**src/hw/bmsu_defines.vh**
```
// Constants shared by the multiply, divide, bit count and shift unit
`ifndef BMSU_DEFINES_VH
`define BMSU_DEFINES_VH

// Data widths
`define BMSU_ACC_W      32
`define BMSU_OPD_W      16
`define BMSU_ADDR_W     16
`define BMSU_CNT_W      6

// Operation codes on op_i
`define BMSU_OP_MUL     3'h0
`define BMSU_OP_DIV     3'h1
`define BMSU_OP_POPCNT  3'h2
`define BMSU_OP_SHL     3'h3
`define BMSU_OP_SHR     3'h4

// Operand source codes on src_i
`define BMSU_SRC_DIRECT 2'h0
`define BMSU_SRC_PTR    2'h1
`define BMSU_SRC_IMM    2'h2

// Divider step count, one quotient bit per cycle
`define BMSU_DIV_STEPS  5'h10
`define BMSU_DIV_LAST   5'h0f

// Bit position of the sign in the accumulator
`define BMSU_SIGN_BIT   31

`endif

```
**src/hw/bmsu_divider.v**
```verilog
// Sequential restoring divider, 16 by 16 bits, one quotient bit per cycle
`timescale 1ns/1ps
`include "bmsu_defines.vh"

module bmsu_divider #(
    parameter W = `BMSU_OPD_W                  // Operand width
) (
    input  wire         core_clk_i,            // Core clock
    input  wire         rst_i,                 // Asynchronous reset, active high
    input  wire         start_i,               // One-cycle start pulse
    input  wire [W-1:0] dividend_i,            // Dividend, sampled on start
    input  wire [W-1:0] divisor_i,             // Divisor, sampled on start, nonzero
    output reg          done_o,                // One-cycle pulse, results valid
    output reg  [W-1:0] quot_o,                // Quotient
    output reg  [W-1:0] rem_o                  // Remainder
);

    reg         run_q;
    reg [4:0]   step_q;
    reg [W-1:0] dvs_q;
    reg [W-1:0] quo_q;
    reg [W-1:0] rem_q;
    reg [W:0]   shifted;
    reg [W:0]   trial;
    reg         fits;

    // Shift in the next dividend bit and try to subtract the divisor
    always @* begin
        shifted = {rem_q, quo_q[W-1]};
        trial   = shifted - {1'b0, dvs_q};
        fits    = (shifted >= {1'b0, dvs_q});
    end

    // Iteration; a zero divisor is filtered out by the caller
    always @(posedge core_clk_i or posedge rst_i) begin
        if (rst_i) begin
            run_q  <= 1'b0;
            step_q <= 5'h00;
            dvs_q  <= {W{1'b0}};
            quo_q  <= {W{1'b0}};
            rem_q  <= {W{1'b0}};
            done_o <= 1'b0;
            quot_o <= {W{1'b0}};
            rem_o  <= {W{1'b0}};
        end else begin
            done_o <= 1'b0;
            if (start_i && !run_q) begin
                run_q  <= 1'b1;
                step_q <= 5'h00;
                dvs_q  <= divisor_i;
                quo_q  <= dividend_i;
                rem_q  <= {W{1'b0}};
            end else if (run_q) begin
                rem_q  <= fits ? trial[W-1:0] : shifted[W-1:0];
                quo_q  <= {quo_q[W-2:0], fits};
                step_q <= step_q + 5'h01;
                if (step_q == `BMSU_DIV_LAST) begin
                    run_q  <= 1'b0;
                    done_o <= 1'b1;
                    quot_o <= {quo_q[W-2:0], fits};
                    rem_o  <= fits ? trial[W-1:0] : shifted[W-1:0];
                end
            end
        end
    end

endmodule // bmsu_divider

```
**src/hw/bmsu_unit.v**
```verilog
// Accumulator execution unit: binary multiply, divide, bit count and shifts
`timescale 1ns/1ps
`include "bmsu_defines.vh"

// How it works
// - Multiply operand by accumulator, 32-bit product
// - Operand from memory, pointer or immediate
// - Divide accumulator by operand, quotient to accumulator
// - Remainder written to first stack location
// - Divide sets range error on unusable operand
// - Zero flag follows the resulting accumulator
// - Negative flag set when result negative
// - Flags hold until next affecting instruction
// - Bit count replaces accumulator with ones count
// - Shift left 32 bits, zero fill, discard
// - Shift right 32 bits, zero fill, drop
// - Shift count from memory or immediate only
module bmsu_unit #(
    parameter AW = `BMSU_ADDR_W                // Data memory address width
) (
    input  wire        core_clk_i,             // Core clock, 40 MHz
    input  wire        rst_i,                  // Asynchronous reset, active high
    input  wire        start_i,                // One-cycle instruction start pulse
    input  wire [2:0]  op_i,                   // Operation code
    input  wire [1:0]  src_i,                  // Operand source
    input  wire [15:0] imm_i,                  // Immediate operand
    input  wire [AW-1:0] addr_i,               // Direct or pointer address
    input  wire        acc_ld_i,               // Load accumulator from outside
    input  wire [31:0] acc_ld_data_i,          // Accumulator load value
    input  wire [15:0] mem_rdata_i,            // Memory data, cycle after read
    output reg         mem_rd_o,               // Memory read strobe
    output reg  [AW-1:0] mem_addr_o,           // Memory read address
    output reg  [31:0] acc_o,                  // Accumulator
    output reg         stack_wr_o,             // First stack location write pulse
    output reg  [31:0] stack_data_o,           // Value for first stack location
    output reg         zero_result_flag_o,     // Zero flag
    output reg         negative_result_flag_o, // Negative flag
    output reg         operand_range_error_flag_o, // Operand range error flag
    output reg         busy_o,                 // Instruction in progress
    output reg         done_o                  // One-cycle completion pulse
);

    localparam [2:0] ST_IDLE  = 3'h0;
    localparam [2:0] ST_PTR_A = 3'h1;
    localparam [2:0] ST_PTR_D = 3'h2;
    localparam [2:0] ST_OPD_A = 3'h3;
    localparam [2:0] ST_OPD_D = 3'h4;
    localparam [2:0] ST_EXEC  = 3'h5;
    localparam [2:0] ST_DIV   = 3'h6;

    reg  [2:0]  state_q;
    reg  [2:0]  op_q;
    reg  [15:0] opd_q;
    reg         div_start_q;
    wire        div_done;
    wire [15:0] div_quot;
    wire [15:0] div_rem;
    reg  [31:0] product;
    reg  [31:0] ones_count;
    reg  [31:0] shl_res;
    reg  [31:0] shr_res;
    integer     i;

    // Product of the low accumulator half and the 16-bit operand
    always @* begin
        // Both factors widened on purpose so the full 32-bit product is kept
        product = {16'h0000, acc_o[15:0]} * {16'h0000, opd_q};
    end

    // Count ones across all 32 accumulator bits
    always @* begin
        ones_count = 32'h0000_0000;
        for (i = 0; i < `BMSU_ACC_W; i = i + 1) begin
            ones_count = ones_count + {31'h0, acc_o[i]};
        end
    end

    // Counts of 32 and above empty the accumulator, a count of zero leaves it as is
    always @* begin
        shl_res = acc_o << opd_q;
        shr_res = acc_o >> opd_q;
    end

    // Sequential divider keeps the multiplier array as the only wide arithmetic
    bmsu_divider #(
        .W (`BMSU_OPD_W)
    ) u_div (
        .core_clk_i (core_clk_i),
        .rst_i      (rst_i),
        .start_i    (div_start_q),
        .dividend_i (acc_o[15:0]),
        .divisor_i  (opd_q),
        .done_o     (div_done),
        .quot_o     (div_quot),
        .rem_o      (div_rem)
    );

    // Instruction sequencing, operand fetch and result write-back
    always @(posedge core_clk_i or posedge rst_i) begin
        if (rst_i) begin
            state_q                    <= ST_IDLE;
            op_q                       <= `BMSU_OP_MUL;
            opd_q                      <= 16'h0000;
            div_start_q                <= 1'b0;
            mem_rd_o                   <= 1'b0;
            mem_addr_o                 <= {AW{1'b0}};
            acc_o                      <= 32'h0000_0000;
            stack_wr_o                 <= 1'b0;
            stack_data_o               <= 32'h0000_0000;
            zero_result_flag_o         <= 1'b0;
            negative_result_flag_o     <= 1'b0;
            operand_range_error_flag_o <= 1'b0;
            busy_o                     <= 1'b0;
            done_o                     <= 1'b0;
        end else begin
            done_o      <= 1'b0;
            stack_wr_o  <= 1'b0;
            div_start_q <= 1'b0;
            mem_rd_o    <= 1'b0;
            case (state_q)
                ST_IDLE: begin
                    if (start_i) begin
                        op_q   <= op_i;
                        opd_q  <= imm_i;
                        busy_o <= 1'b1;
                        if (op_i == `BMSU_OP_POPCNT || src_i == `BMSU_SRC_IMM) begin
                            state_q <= ST_EXEC;
                        end else if (src_i == `BMSU_SRC_PTR &&
                                     (op_i == `BMSU_OP_SHL || op_i == `BMSU_OP_SHR)) begin
                            // Pointer form of a shift does not exist; finish untouched
                            busy_o  <= 1'b0;
                            done_o  <= 1'b1;
                        end else if (src_i == `BMSU_SRC_PTR) begin
                            mem_rd_o   <= 1'b1;
                            mem_addr_o <= addr_i;
                            state_q    <= ST_PTR_A;
                        end else if (src_i == `BMSU_SRC_DIRECT) begin
                            mem_rd_o   <= 1'b1;
                            mem_addr_o <= addr_i;
                            state_q    <= ST_OPD_A;
                        end else begin
                            // Unused source code: complete without effect
                            busy_o <= 1'b0;
                            done_o <= 1'b1;
                        end
                    end else if (acc_ld_i) begin
                        acc_o <= acc_ld_data_i;
                    end
                end
                ST_PTR_A: begin
                    state_q <= ST_PTR_D;
                end
                ST_PTR_D: begin
                    // The fetched word is the operand's address
                    mem_rd_o   <= 1'b1;
                    mem_addr_o <= mem_rdata_i[AW-1:0];
                    state_q    <= ST_OPD_A;
                end
                ST_OPD_A: begin
                    state_q <= ST_OPD_D;
                end
                ST_OPD_D: begin
                    opd_q   <= mem_rdata_i;
                    state_q <= ST_EXEC;
                end
                ST_EXEC: begin
                    state_q <= ST_IDLE;
                    busy_o  <= 1'b0;
                    done_o  <= 1'b1;
                    case (op_q)
                        `BMSU_OP_MUL: begin
                            acc_o                  <= product;
                            zero_result_flag_o     <= (product == 32'h0000_0000);
                            negative_result_flag_o <= product[`BMSU_SIGN_BIT];
                        end
                        `BMSU_OP_DIV: begin
                            if (opd_q == 16'h0000) begin
                                // A zero divisor cannot be worked; accumulator kept
                                operand_range_error_flag_o <= 1'b1;
                            end else begin
                                div_start_q <= 1'b1;
                                busy_o      <= 1'b1;
                                done_o      <= 1'b0;
                                state_q     <= ST_DIV;
                            end
                        end
                        `BMSU_OP_POPCNT: begin
                            acc_o              <= ones_count;
                            zero_result_flag_o <= (ones_count == 32'h0000_0000);
                        end
                        `BMSU_OP_SHL: begin
                            acc_o                  <= shl_res;
                            zero_result_flag_o     <= (shl_res == 32'h0000_0000);
                            negative_result_flag_o <= shl_res[`BMSU_SIGN_BIT];
                        end
                        `BMSU_OP_SHR: begin
                            acc_o                  <= shr_res;
                            zero_result_flag_o     <= (shr_res == 32'h0000_0000);
                            negative_result_flag_o <= shr_res[`BMSU_SIGN_BIT];
                        end
                        default: begin
                            // Unknown operation: flags and accumulator unchanged
                        end
                    endcase
                end
                ST_DIV: begin
                    if (div_done) begin
                        // Quotient is 16 bits, so the sign bit always clears here
                        acc_o                      <= {16'h0000, div_quot};
                        stack_wr_o                 <= 1'b1;
                        stack_data_o               <= {16'h0000, div_rem};
                        zero_result_flag_o         <= (div_quot == 16'h0000);
                        negative_result_flag_o     <= 1'b0;
                        operand_range_error_flag_o <= 1'b0;
                        busy_o                     <= 1'b0;
                        done_o                     <= 1'b1;
                        state_q                    <= ST_IDLE;
                    end
                end
                default: begin
                    state_q <= ST_IDLE;
                    busy_o  <= 1'b0;
                end
            endcase
        end
    end

endmodule // bmsu_unit

```
**config.mk**
```make
export PLATFORM = sky130hd
export DESIGN_NAME = bmsu_unit
export DESIGN_NICKNAME = d
export VERILOG_FILES = /design/src/hw/bmsu_divider.v /design/src/hw/bmsu_unit.v
export VERILOG_INCLUDE_DIRS = /design/src /design/src/hw
export SDC_FILE = /design/constraint.sdc
export NUM_CORES = 1
export LEC_CHECK = 0
export ABC_AREA = 1
export BUFFER_PORTS_ARGS = -buffer_cell sky130_fd_sc_hd__clkbuf_2
export CAP_MARGIN = 10
export CORE_ASPECT_RATIO = 1.25
export CORE_MARGIN = 5
export CORE_UTILIZATION = 50
export CTS_BUF_LIST = sky130_fd_sc_hd__clkbuf_8
export DETAILED_ROUTE_END_ITERATION = 16
export PLACE_DENSITY = 0.68
export SYNTH_ARGS = -nofsm -noshare
export SYNTH_HDL_FRONTEND = slang
export SYNTH_SLANG_ARGS = --single-unit
```
**constraint.sdc**
```tcl
create_clock -name core_clk_i -period 20.3 [get_ports core_clk_i]
set_clock_uncertainty 0.1 [all_clocks]
set_input_delay 1.015 -clock core_clk_i [delete_from_list [all_inputs] [get_ports core_clk_i]]
set_output_delay 1.015 -clock core_clk_i [all_outputs]
set_load 0.05 [all_outputs]
```
# Word-level counts from Yosys, hierarchy flattened
# Index checks and enable logic that the tools add are counted.
[op_classes] n_addsub=33 n_mul=1 magnitude_cmp=1 n_eq_ne=29 n_shift=2 mux=66 bitwise_logic=2 reduce_logical=31
[ops] operator="16-bit 2-to-1 mux" n=11
[ops] operator="32-bit logical NOT" n=4
[ops] operator="32-bit one-hot mux with 4 select lines" n=1
[ops] operator="32-bit 2-to-1 mux" n=3
[ops] operator="32-bit one-hot mux with 3 select lines" n=1
[ops] operator="16-bit one-hot mux with 2 select lines" n=2
[ops] operator="31-bit by 1-bit adder with 32-bit output" n=1
[ops] operator="16-bit logical NOT" n=2
[ops] operator="16-bit by 16-bit multiplier with 32-bit output" n=1
[ops] operator="32-bit by 16-bit left shift with 32-bit output" n=1
[ops] operator="32-bit by 16-bit >> shifter with 32-bit output" n=1
[ops] operator="30-bit by 1-bit adder with 31-bit output" n=1
[ops] operator="29-bit by 1-bit adder with 30-bit output" n=1
[ops] operator="28-bit by 1-bit adder with 29-bit output" n=1
[ops] operator="1-bit 2-to-1 mux" n=29
[ops] operator="27-bit by 1-bit adder with 28-bit output" n=1
[ops] operator="26-bit by 1-bit adder with 27-bit output" n=1
[ops] operator="25-bit by 1-bit adder with 26-bit output" n=1
[ops] operator="24-bit by 1-bit adder with 25-bit output" n=1
[ops] operator="23-bit by 1-bit adder with 24-bit output" n=1
[ops] operator="3-bit 2-to-1 mux" n=8
[ops] operator="22-bit by 1-bit adder with 23-bit output" n=1
[ops] operator="21-bit by 1-bit adder with 22-bit output" n=1
[ops] operator="20-bit by 1-bit adder with 21-bit output" n=1
[ops] operator="other kinds (52)" n=89
[word_totals] register_bits=181 inputBits=89 output_inout_bits=87 word_cells=187

# Logic depth before layout (Yosys ltp)
[depth] word_depth=34 mapped_depth=34 depth_no_buf=31

# By module
# From an unflattened synthesis, not the netlist that was laid out.
[hier_totals] cells_unflattened=3381 hier_area_um2=23426.2
[modules_own_cells] module="bmsu_unit" n_inst=1 cells_each=2769 area_per_inst_um2=18740.5
[modules_own_cells] module="bmsu_divider" n_inst=1 cells_each=612 area_per_inst_um2=4685.7

# Worst setup path after synthesis
# OpenSTA, ideal clock, no wires.
[synth_path] path_type="reg-to-reg" from="register opd_q[2]" to="register zero_result_flag_o" arrival_ns=6.427 required_time_ns=20.123 slack_ns=13.696 path_stages_with_launch=27 synth_period_minus_slack_ns=6.604 cell_sequence="dfrtp_1 -> buf_2 -> buf_1 -> clkbuf_1 -> buf_1 -> nand2_1 -> fa_1 -> fa_1 -> fa_1 -> fa_1 -> inv_1 -> fa_1 -> inv_1 -> fa_1 -> inv_1 -> ha_1 -> nand2_1 -> nor2_1 -> nand4_1 -> o21ai_0 -> xor2_1 -> or2_2 -> nor4_1 -> nand3_1 -> nand4_1 -> nand2_1 -> a21oi_1"
[synth_between] elab_chain_cells=4 elab_cells_between_ends=8
[synth_rtl] element="start, declared" line="bmsu_unit.v:53" source="reg [15:0] opd_q;"
[synth_rtl] element="start signal, assigned" line="bmsu_unit.v:124" source="opd_q <= imm_i;"
[synth_rtl] element="start signal, assigned" line="bmsu_unit.v:163" source="opd_q <= mem_rdata_i;"
[synth_rtl] element="16-bit by 16-bit multiplier with 32-bit output (tied with other cells)" line="bmsu_unit.v:67" source="product = {16'h0000, acc_o[15:0]} * {16'h0000, opd_q};"
[synth_rtl] element="32-bit logical NOT, on equally long branches" line="bmsu_unit.v:173, bmsu_unit.v:193, bmsu_unit.v:198"
[synth_rtl] element="1-bit one-hot mux with 4 select lines *" line="bmsu_unit.v:170" source="case (op_q)"
[synth_rtl] element="1-bit one-hot mux with 2 select lines *" line="bmsu_unit.v:120" source="case (state_q)"
[synth_rtl] element="end signal, assigned" line="bmsu_unit.v:173" source="zero_result_flag_o <= (product == 32'h0000_0000);"
[synth_rtl] element="end signal, assigned" line="bmsu_unit.v:189" source="zero_result_flag_o <= (ones_count == 32'h0000_0000);"
[synth_rtl] element="end signal, assigned" line="bmsu_unit.v:193" source="zero_result_flag_o <= (shl_res == 32'h0000_0000);"
[synth_rtl] element="end, declared" line="bmsu_unit.v:36" source="output reg zero_result_flag_o,"
# Mark *: on every way between the ends. The rest lies on a longest branch, timed or not.
# A chain may end at the register's enable or synchronous reset.

# Worst setup path in the final report
[layout_path] from="register acc_o[12]" to="register zero_result_flag_o"
[layout_between] elab_chain_cells=23 elab_cells_between_ends=29
[layout_rtl] element="start, declared" line="bmsu_unit.v:33" source="output reg [31:0] acc_o,"
[layout_rtl] element="start signal, assigned" line="bmsu_unit.v:147" source="acc_o <= acc_ld_data_i;"
[layout_rtl] element="start signal, assigned" line="bmsu_unit.v:172" source="acc_o <= product;"
[layout_rtl] element="start signal, assigned" line="bmsu_unit.v:188" source="acc_o <= ones_count;"
[layout_rtl] element="12-bit by 1-bit adder with 13-bit output" line="bmsu_unit.v:74" source="ones_count = ones_count + {31'h0, acc_o[i]};"
[layout_rtl] element="13-bit by 1-bit adder with 14-bit output" line="bmsu_unit.v:74"
[layout_rtl] element="14-bit by 1-bit adder with 15-bit output" line="bmsu_unit.v:74"
[layout_rtl] element="15-bit by 1-bit adder with 16-bit output" line="bmsu_unit.v:74"
[layout_rtl] element="16-bit by 1-bit adder with 17-bit output" line="bmsu_unit.v:74"
[layout_rtl] element="17-bit by 1-bit adder with 18-bit output" line="bmsu_unit.v:74"
[layout_rtl] element="18-bit by 1-bit adder with 19-bit output" line="bmsu_unit.v:74"
[layout_rtl] element="19-bit by 1-bit adder with 20-bit output" line="bmsu_unit.v:74"
[layout_rtl] element="[... 7 more ...]"
[layout_rtl] element="27-bit by 1-bit adder with 28-bit output" line="bmsu_unit.v:74"
[layout_rtl] element="28-bit by 1-bit adder with 29-bit output" line="bmsu_unit.v:74"
[layout_rtl] element="29-bit by 1-bit adder with 30-bit output" line="bmsu_unit.v:74"
[layout_rtl] element="30-bit by 1-bit adder with 31-bit output" line="bmsu_unit.v:74"
[layout_rtl] element="31-bit by 1-bit adder with 32-bit output" line="bmsu_unit.v:74"
[layout_rtl] element="32-bit logical NOT" line="bmsu_unit.v:189"
[layout_rtl] element="1-bit one-hot mux with 4 select lines *" line="bmsu_unit.v:170"
[layout_rtl] element="1-bit one-hot mux with 2 select lines *" line="bmsu_unit.v:120"
# Marks and branches as above.

==> summary.txt <==
Clock network
  – Clock sinks: 181
  – Max clock buf depth: 2
  – Reg clk slew, reported paths: 110 ps
  – Root Buffer: clkbuf_8
  – Inserted Clock Buffers: 17
  – Setup bufs post-CTS: 0
  – Hold buffer count at cts: 0
  – Post-CTS sizing: 0
  – H-tree levels: 4
  – Clock latency on the worst-skew pair: 490 ps
  – CTS tree: built

Layout
  – Diode count: 0
  – Finished Core Util: 53.5%
  – Final non-filler cell total: 3833
  – Final Cell Area: 0.0241 mm2
  – Most frequent cells in the layout: nand2_1 (911), inv_1 (525), nand3_1 (334)
  – Share of post-route cells with drive strength above 1: 8.73%
  – Post-layout nets: 3679
  – Area growth from synthesis to layout: 5.98%
  – Leading cell type in the layout, fill and taps excluded: nand2_1

Global route
  – GRT overflow: 0
  – GRT Total Usage: 35.0%
  – Largest net degree at the start of global routing: 116
  – Vias in the first global route: 22700
  – First-pass GRT wire length: 136 mm
  – Initial antenna violation count: 1

Routing
  – Vias per inst: 5.92
  – Routed Antenna Nets: 0
  – 1st-iter DRT viols: 2400
  – Vias: 22700
  – DRC violations left: 0
  – Wire per inst: 23.2 um
  – Drt first pass iters: 7
  – WL final: 88.9 mm

Power
  – Pleak: 13.2 nW
  – Worst vdd ir: 122 uV
  – PD cells: 91.1 mW/mm2

Setup path
  – R2R setup slack: 12590 ps
  – Worst r2r dst: zero_result_flag_o$_DFFE_PP0P_
  – Crit-path max cell delay: 1060 ps
  – Crit path from: acc_o[12]$_DFFE_PP0P_
  – CP Class: flip-flop to flip-flop
  – R2R Path Start: acc_o[12]$_DFFE_PP0P_
  – R2R depth: 26
  – Crit path buf inv count: 4
  – Critical Path RT: 20630 ps
  – Critical Path End Type: flip-flop
  – Crit path depth: 26
  – CP startpoint kind: flip-flop
  – Crit path DAT: 8040 ps
  – CP endpoint: zero_result_flag_o$_DFFE_PP0P_
  – Top Family by Delay on Critical Path: adder cells
  – Critical-path top delay cell: dfrtp_1
  – Crit path max fanout: 20

Timing
  – Pin slew with the least headroom to its limit: 1110 ps
  – Setup WS post-layout: 12590 ps
  – Fmax: 130 MHz
  – Tmin final: 7710 ps
  – Relative slew slack: 26.2%
  – RSZ-0062 raised after global routing: false
  – Final TNS setup: 0 ps
  – Final period utilization: 38.0%
  – Final hold viol count: 0
  – Final number of max-transition violations: 0
  – Final setup fails: 0

Synthesis
  – Number of synthesized flops with an enable pin: 0
  – Top FF cell, synth: dfrtp_1
  – Syn_area_per_cell: 7.10 um2
  – Synth Register Bits: 181
  – YS warnings: 0
  – Unique masters post-synth: 61
  – Post-Syn Area: 0.0228 mm2
  – Asr flop ratio synth: 100%
  – Post-synthesis sequential area ratio: 19.9%
  – Instance count of the mapped netlist: 3208

Placement
  – Dpl ws: 12670 ps
  – DP Area: 0.0237 mm2
  – Placer Congestion: 1.01
  – DP HPWL: 69.6 mm
  – Placed Instances: 3801
  – I/O Buffers: 159

Floorplanning
  – Die area: 0.0499 mm2
  – Die W: 201 um
  – Initial Utilization: 50.5%
  – # rows: 87
  – Die Y-Extent: 249 um
  – CORE AREA: 0.0451 mm2
  – Io pins: 176

Job
  – MaxCap Viol Count: 0

Run status
  – Status: finished clean

Hold path
  – Hold Crit Class: flip-flop to flip-flop
area by class of cell:
class / instances / area [um2]
clock buffer: 17 / 234
clock inverter: 15 / 154
fill: 4504 / 20900
inverter: 542 / 2040
multi-input combinational: 2306 / 15400
sequential: 181 / 4530
tap: 578 / 723
timing repair buffer: 194 / 1060
cell usage after synthesis (4+ instances only):
| cell type | n | area share [%] |
|---|---|---|
| nor4_1 | 8 | 0.22 |
| buf_1 | 47 | 0.78 |
| mux2i_1 | 18 | 0.79 |
| a21o_1 | 6 | 0.20 |
| a21oi_1 | 77 | 1.7 |
| nand2_1 | 911 | 15 |
| nand3_2 | 15 | 0.66 |
| buf_6 | 4 | 0.20 |
| nand2_2 | 4 | 0.11 |
| o21ai_1 | 15 | 0.33 |
| a31oi_1 | 24 | 0.66 |
| nand4_1 | 27 | 0.74 |
| clkbuf_1 | 79 | 1.3 |
| fa_1 | 219 | 19 |
| nand3_1 | 334 | 7.3 |
| xor2_1 | 25 | 0.96 |
| a2bb2oi_1 | 16 | 0.62 |
| nor3_1 | 12 | 0.26 |
| nor2_1 | 151 | 2.5 |
| buf_2 | 44 | 0.97 |
| ha_1 | 129 | 7.1 |
| o21ai_0 | 151 | 3.3 |
| inv_1 | 526 | 8.7 |
| a221oi_1 | 16 | 0.62 |
| nor2_2 | 5 | 0.14 |
| o31ai_1 | 4 | 0.13 |
| xnor2_1 | 13 | 0.50 |
| inv_2 | 13 | 0.21 |
| o21bai_1 | 7 | 0.23 |
| a22oi_1 | 19 | 0.63 |
| o221ai_1 | 28 | 1.1 |
| o211ai_1 | 13 | 0.43 |
| o22ai_1 | 10 | 0.27 |
| dfrtp_1 | 181 | 20 |
| buf_4 | 19 | 0.63 |
worst register-to-register path, stage by stage, from the launching register on:
cell and delay (ps):
dfrtp_1 1060, nand2_1 220, fa_1 560, fa_1 520, fa_1 510, inv_1 70, fa_1 500, fa_1 520
inv_1 50, fa_1 480, inv_1 40, ha_1 320, nand2_1 130, inv_1 50, a21oi_1 260, nand3_1 290
nand3_1 140, nand2_1 80, xnor2_1 700, nand2_1 120, nor2_1 120, nand2_1 50, nor2_1 220, nand3_1 200
nand4_1 150, nand2_1 60, a21oi_1 120
worst min path at each step:
stage,start,end,cells past startpoint
4_1_cts,stack_data_o[8]$_DFFE_PP0P_,stack_data_o[8]$_DFFE_PP0P_,2
6_report,u_div.rem_o[4]$_DFFE_PP0P_,stack_data_o[4]$_DFFE_PP0P_,2
3_3_place_gp,stack_data_o[8]$_DFFE_PP0P_,stack_data_o[8]$_DFFE_PP0P_,2
5_1_grt,stack_data_o[8]$_DFFE_PP0P_,stack_data_o[8]$_DFFE_PP0P_,2
2_1_floorplan,u_div.rem_o[10]$_DFFE_PP0P_,stack_data_o[10]$_DFFE_PP0P_,2
3_5_place_dp,stack_data_o[8]$_DFFE_PP0P_,stack_data_o[8]$_DFFE_PP0P_,2
metal layers:
layer	up-vias	GRT usage (%)	routed length (um)
li1	10200	-	-
met5	-	0	18
met2	1239	57.2	41100
met4	2	20.3	6490
met3	291	5.71	7810
met1	10900	44.1	33400
registers in the layout (all words and copies together) (netlist names), 3 cells and up:
name / flops
u_div.rem_q: 16
mem_addr_o: 16
state_q: 3
u_div.step_q: 5
opd_q: 16
stack_data_o: 16
u_div.quot_o: 16
u_div.dvs_q: 16
u_div.rem_o: 16
acc_o: 32
u_div.quo_q: 16
op_q: 3
logic make-up (layout without fill, tap and decap cells):
logic type,after synthesis,in the layout,share of synthesized area [%]
adders and majority gates,348,348,26.4
DFF,181,181,19.9
buffers and inverters,736,768,12.9
xor gates and xnor gates,38,38,1.46
and+or+nand+nor,1482,1482,27.7
other,1,16,0.0165
muxes,18,18,0.792
AOI/OAI and AO/OA,404,404,10.9
per-stage QoR:
step	hold WS, ps	power, mW
floorplan	349	1.41
global placement	352	1.93
detailed placement	358	1.93
CTS	382	2.19
global route	405	2.39
finish	378	2.20
power breakdown:
group	leakage (nW)	internal, mW	switching (mW)	total, mW
combinational	10.6	0.498	1.06	1.56
sequential	2.40	0.364	0.0187	0.382
clock	0.200	0.110	0.142	0.253
(Power assumes the default switching activity.)
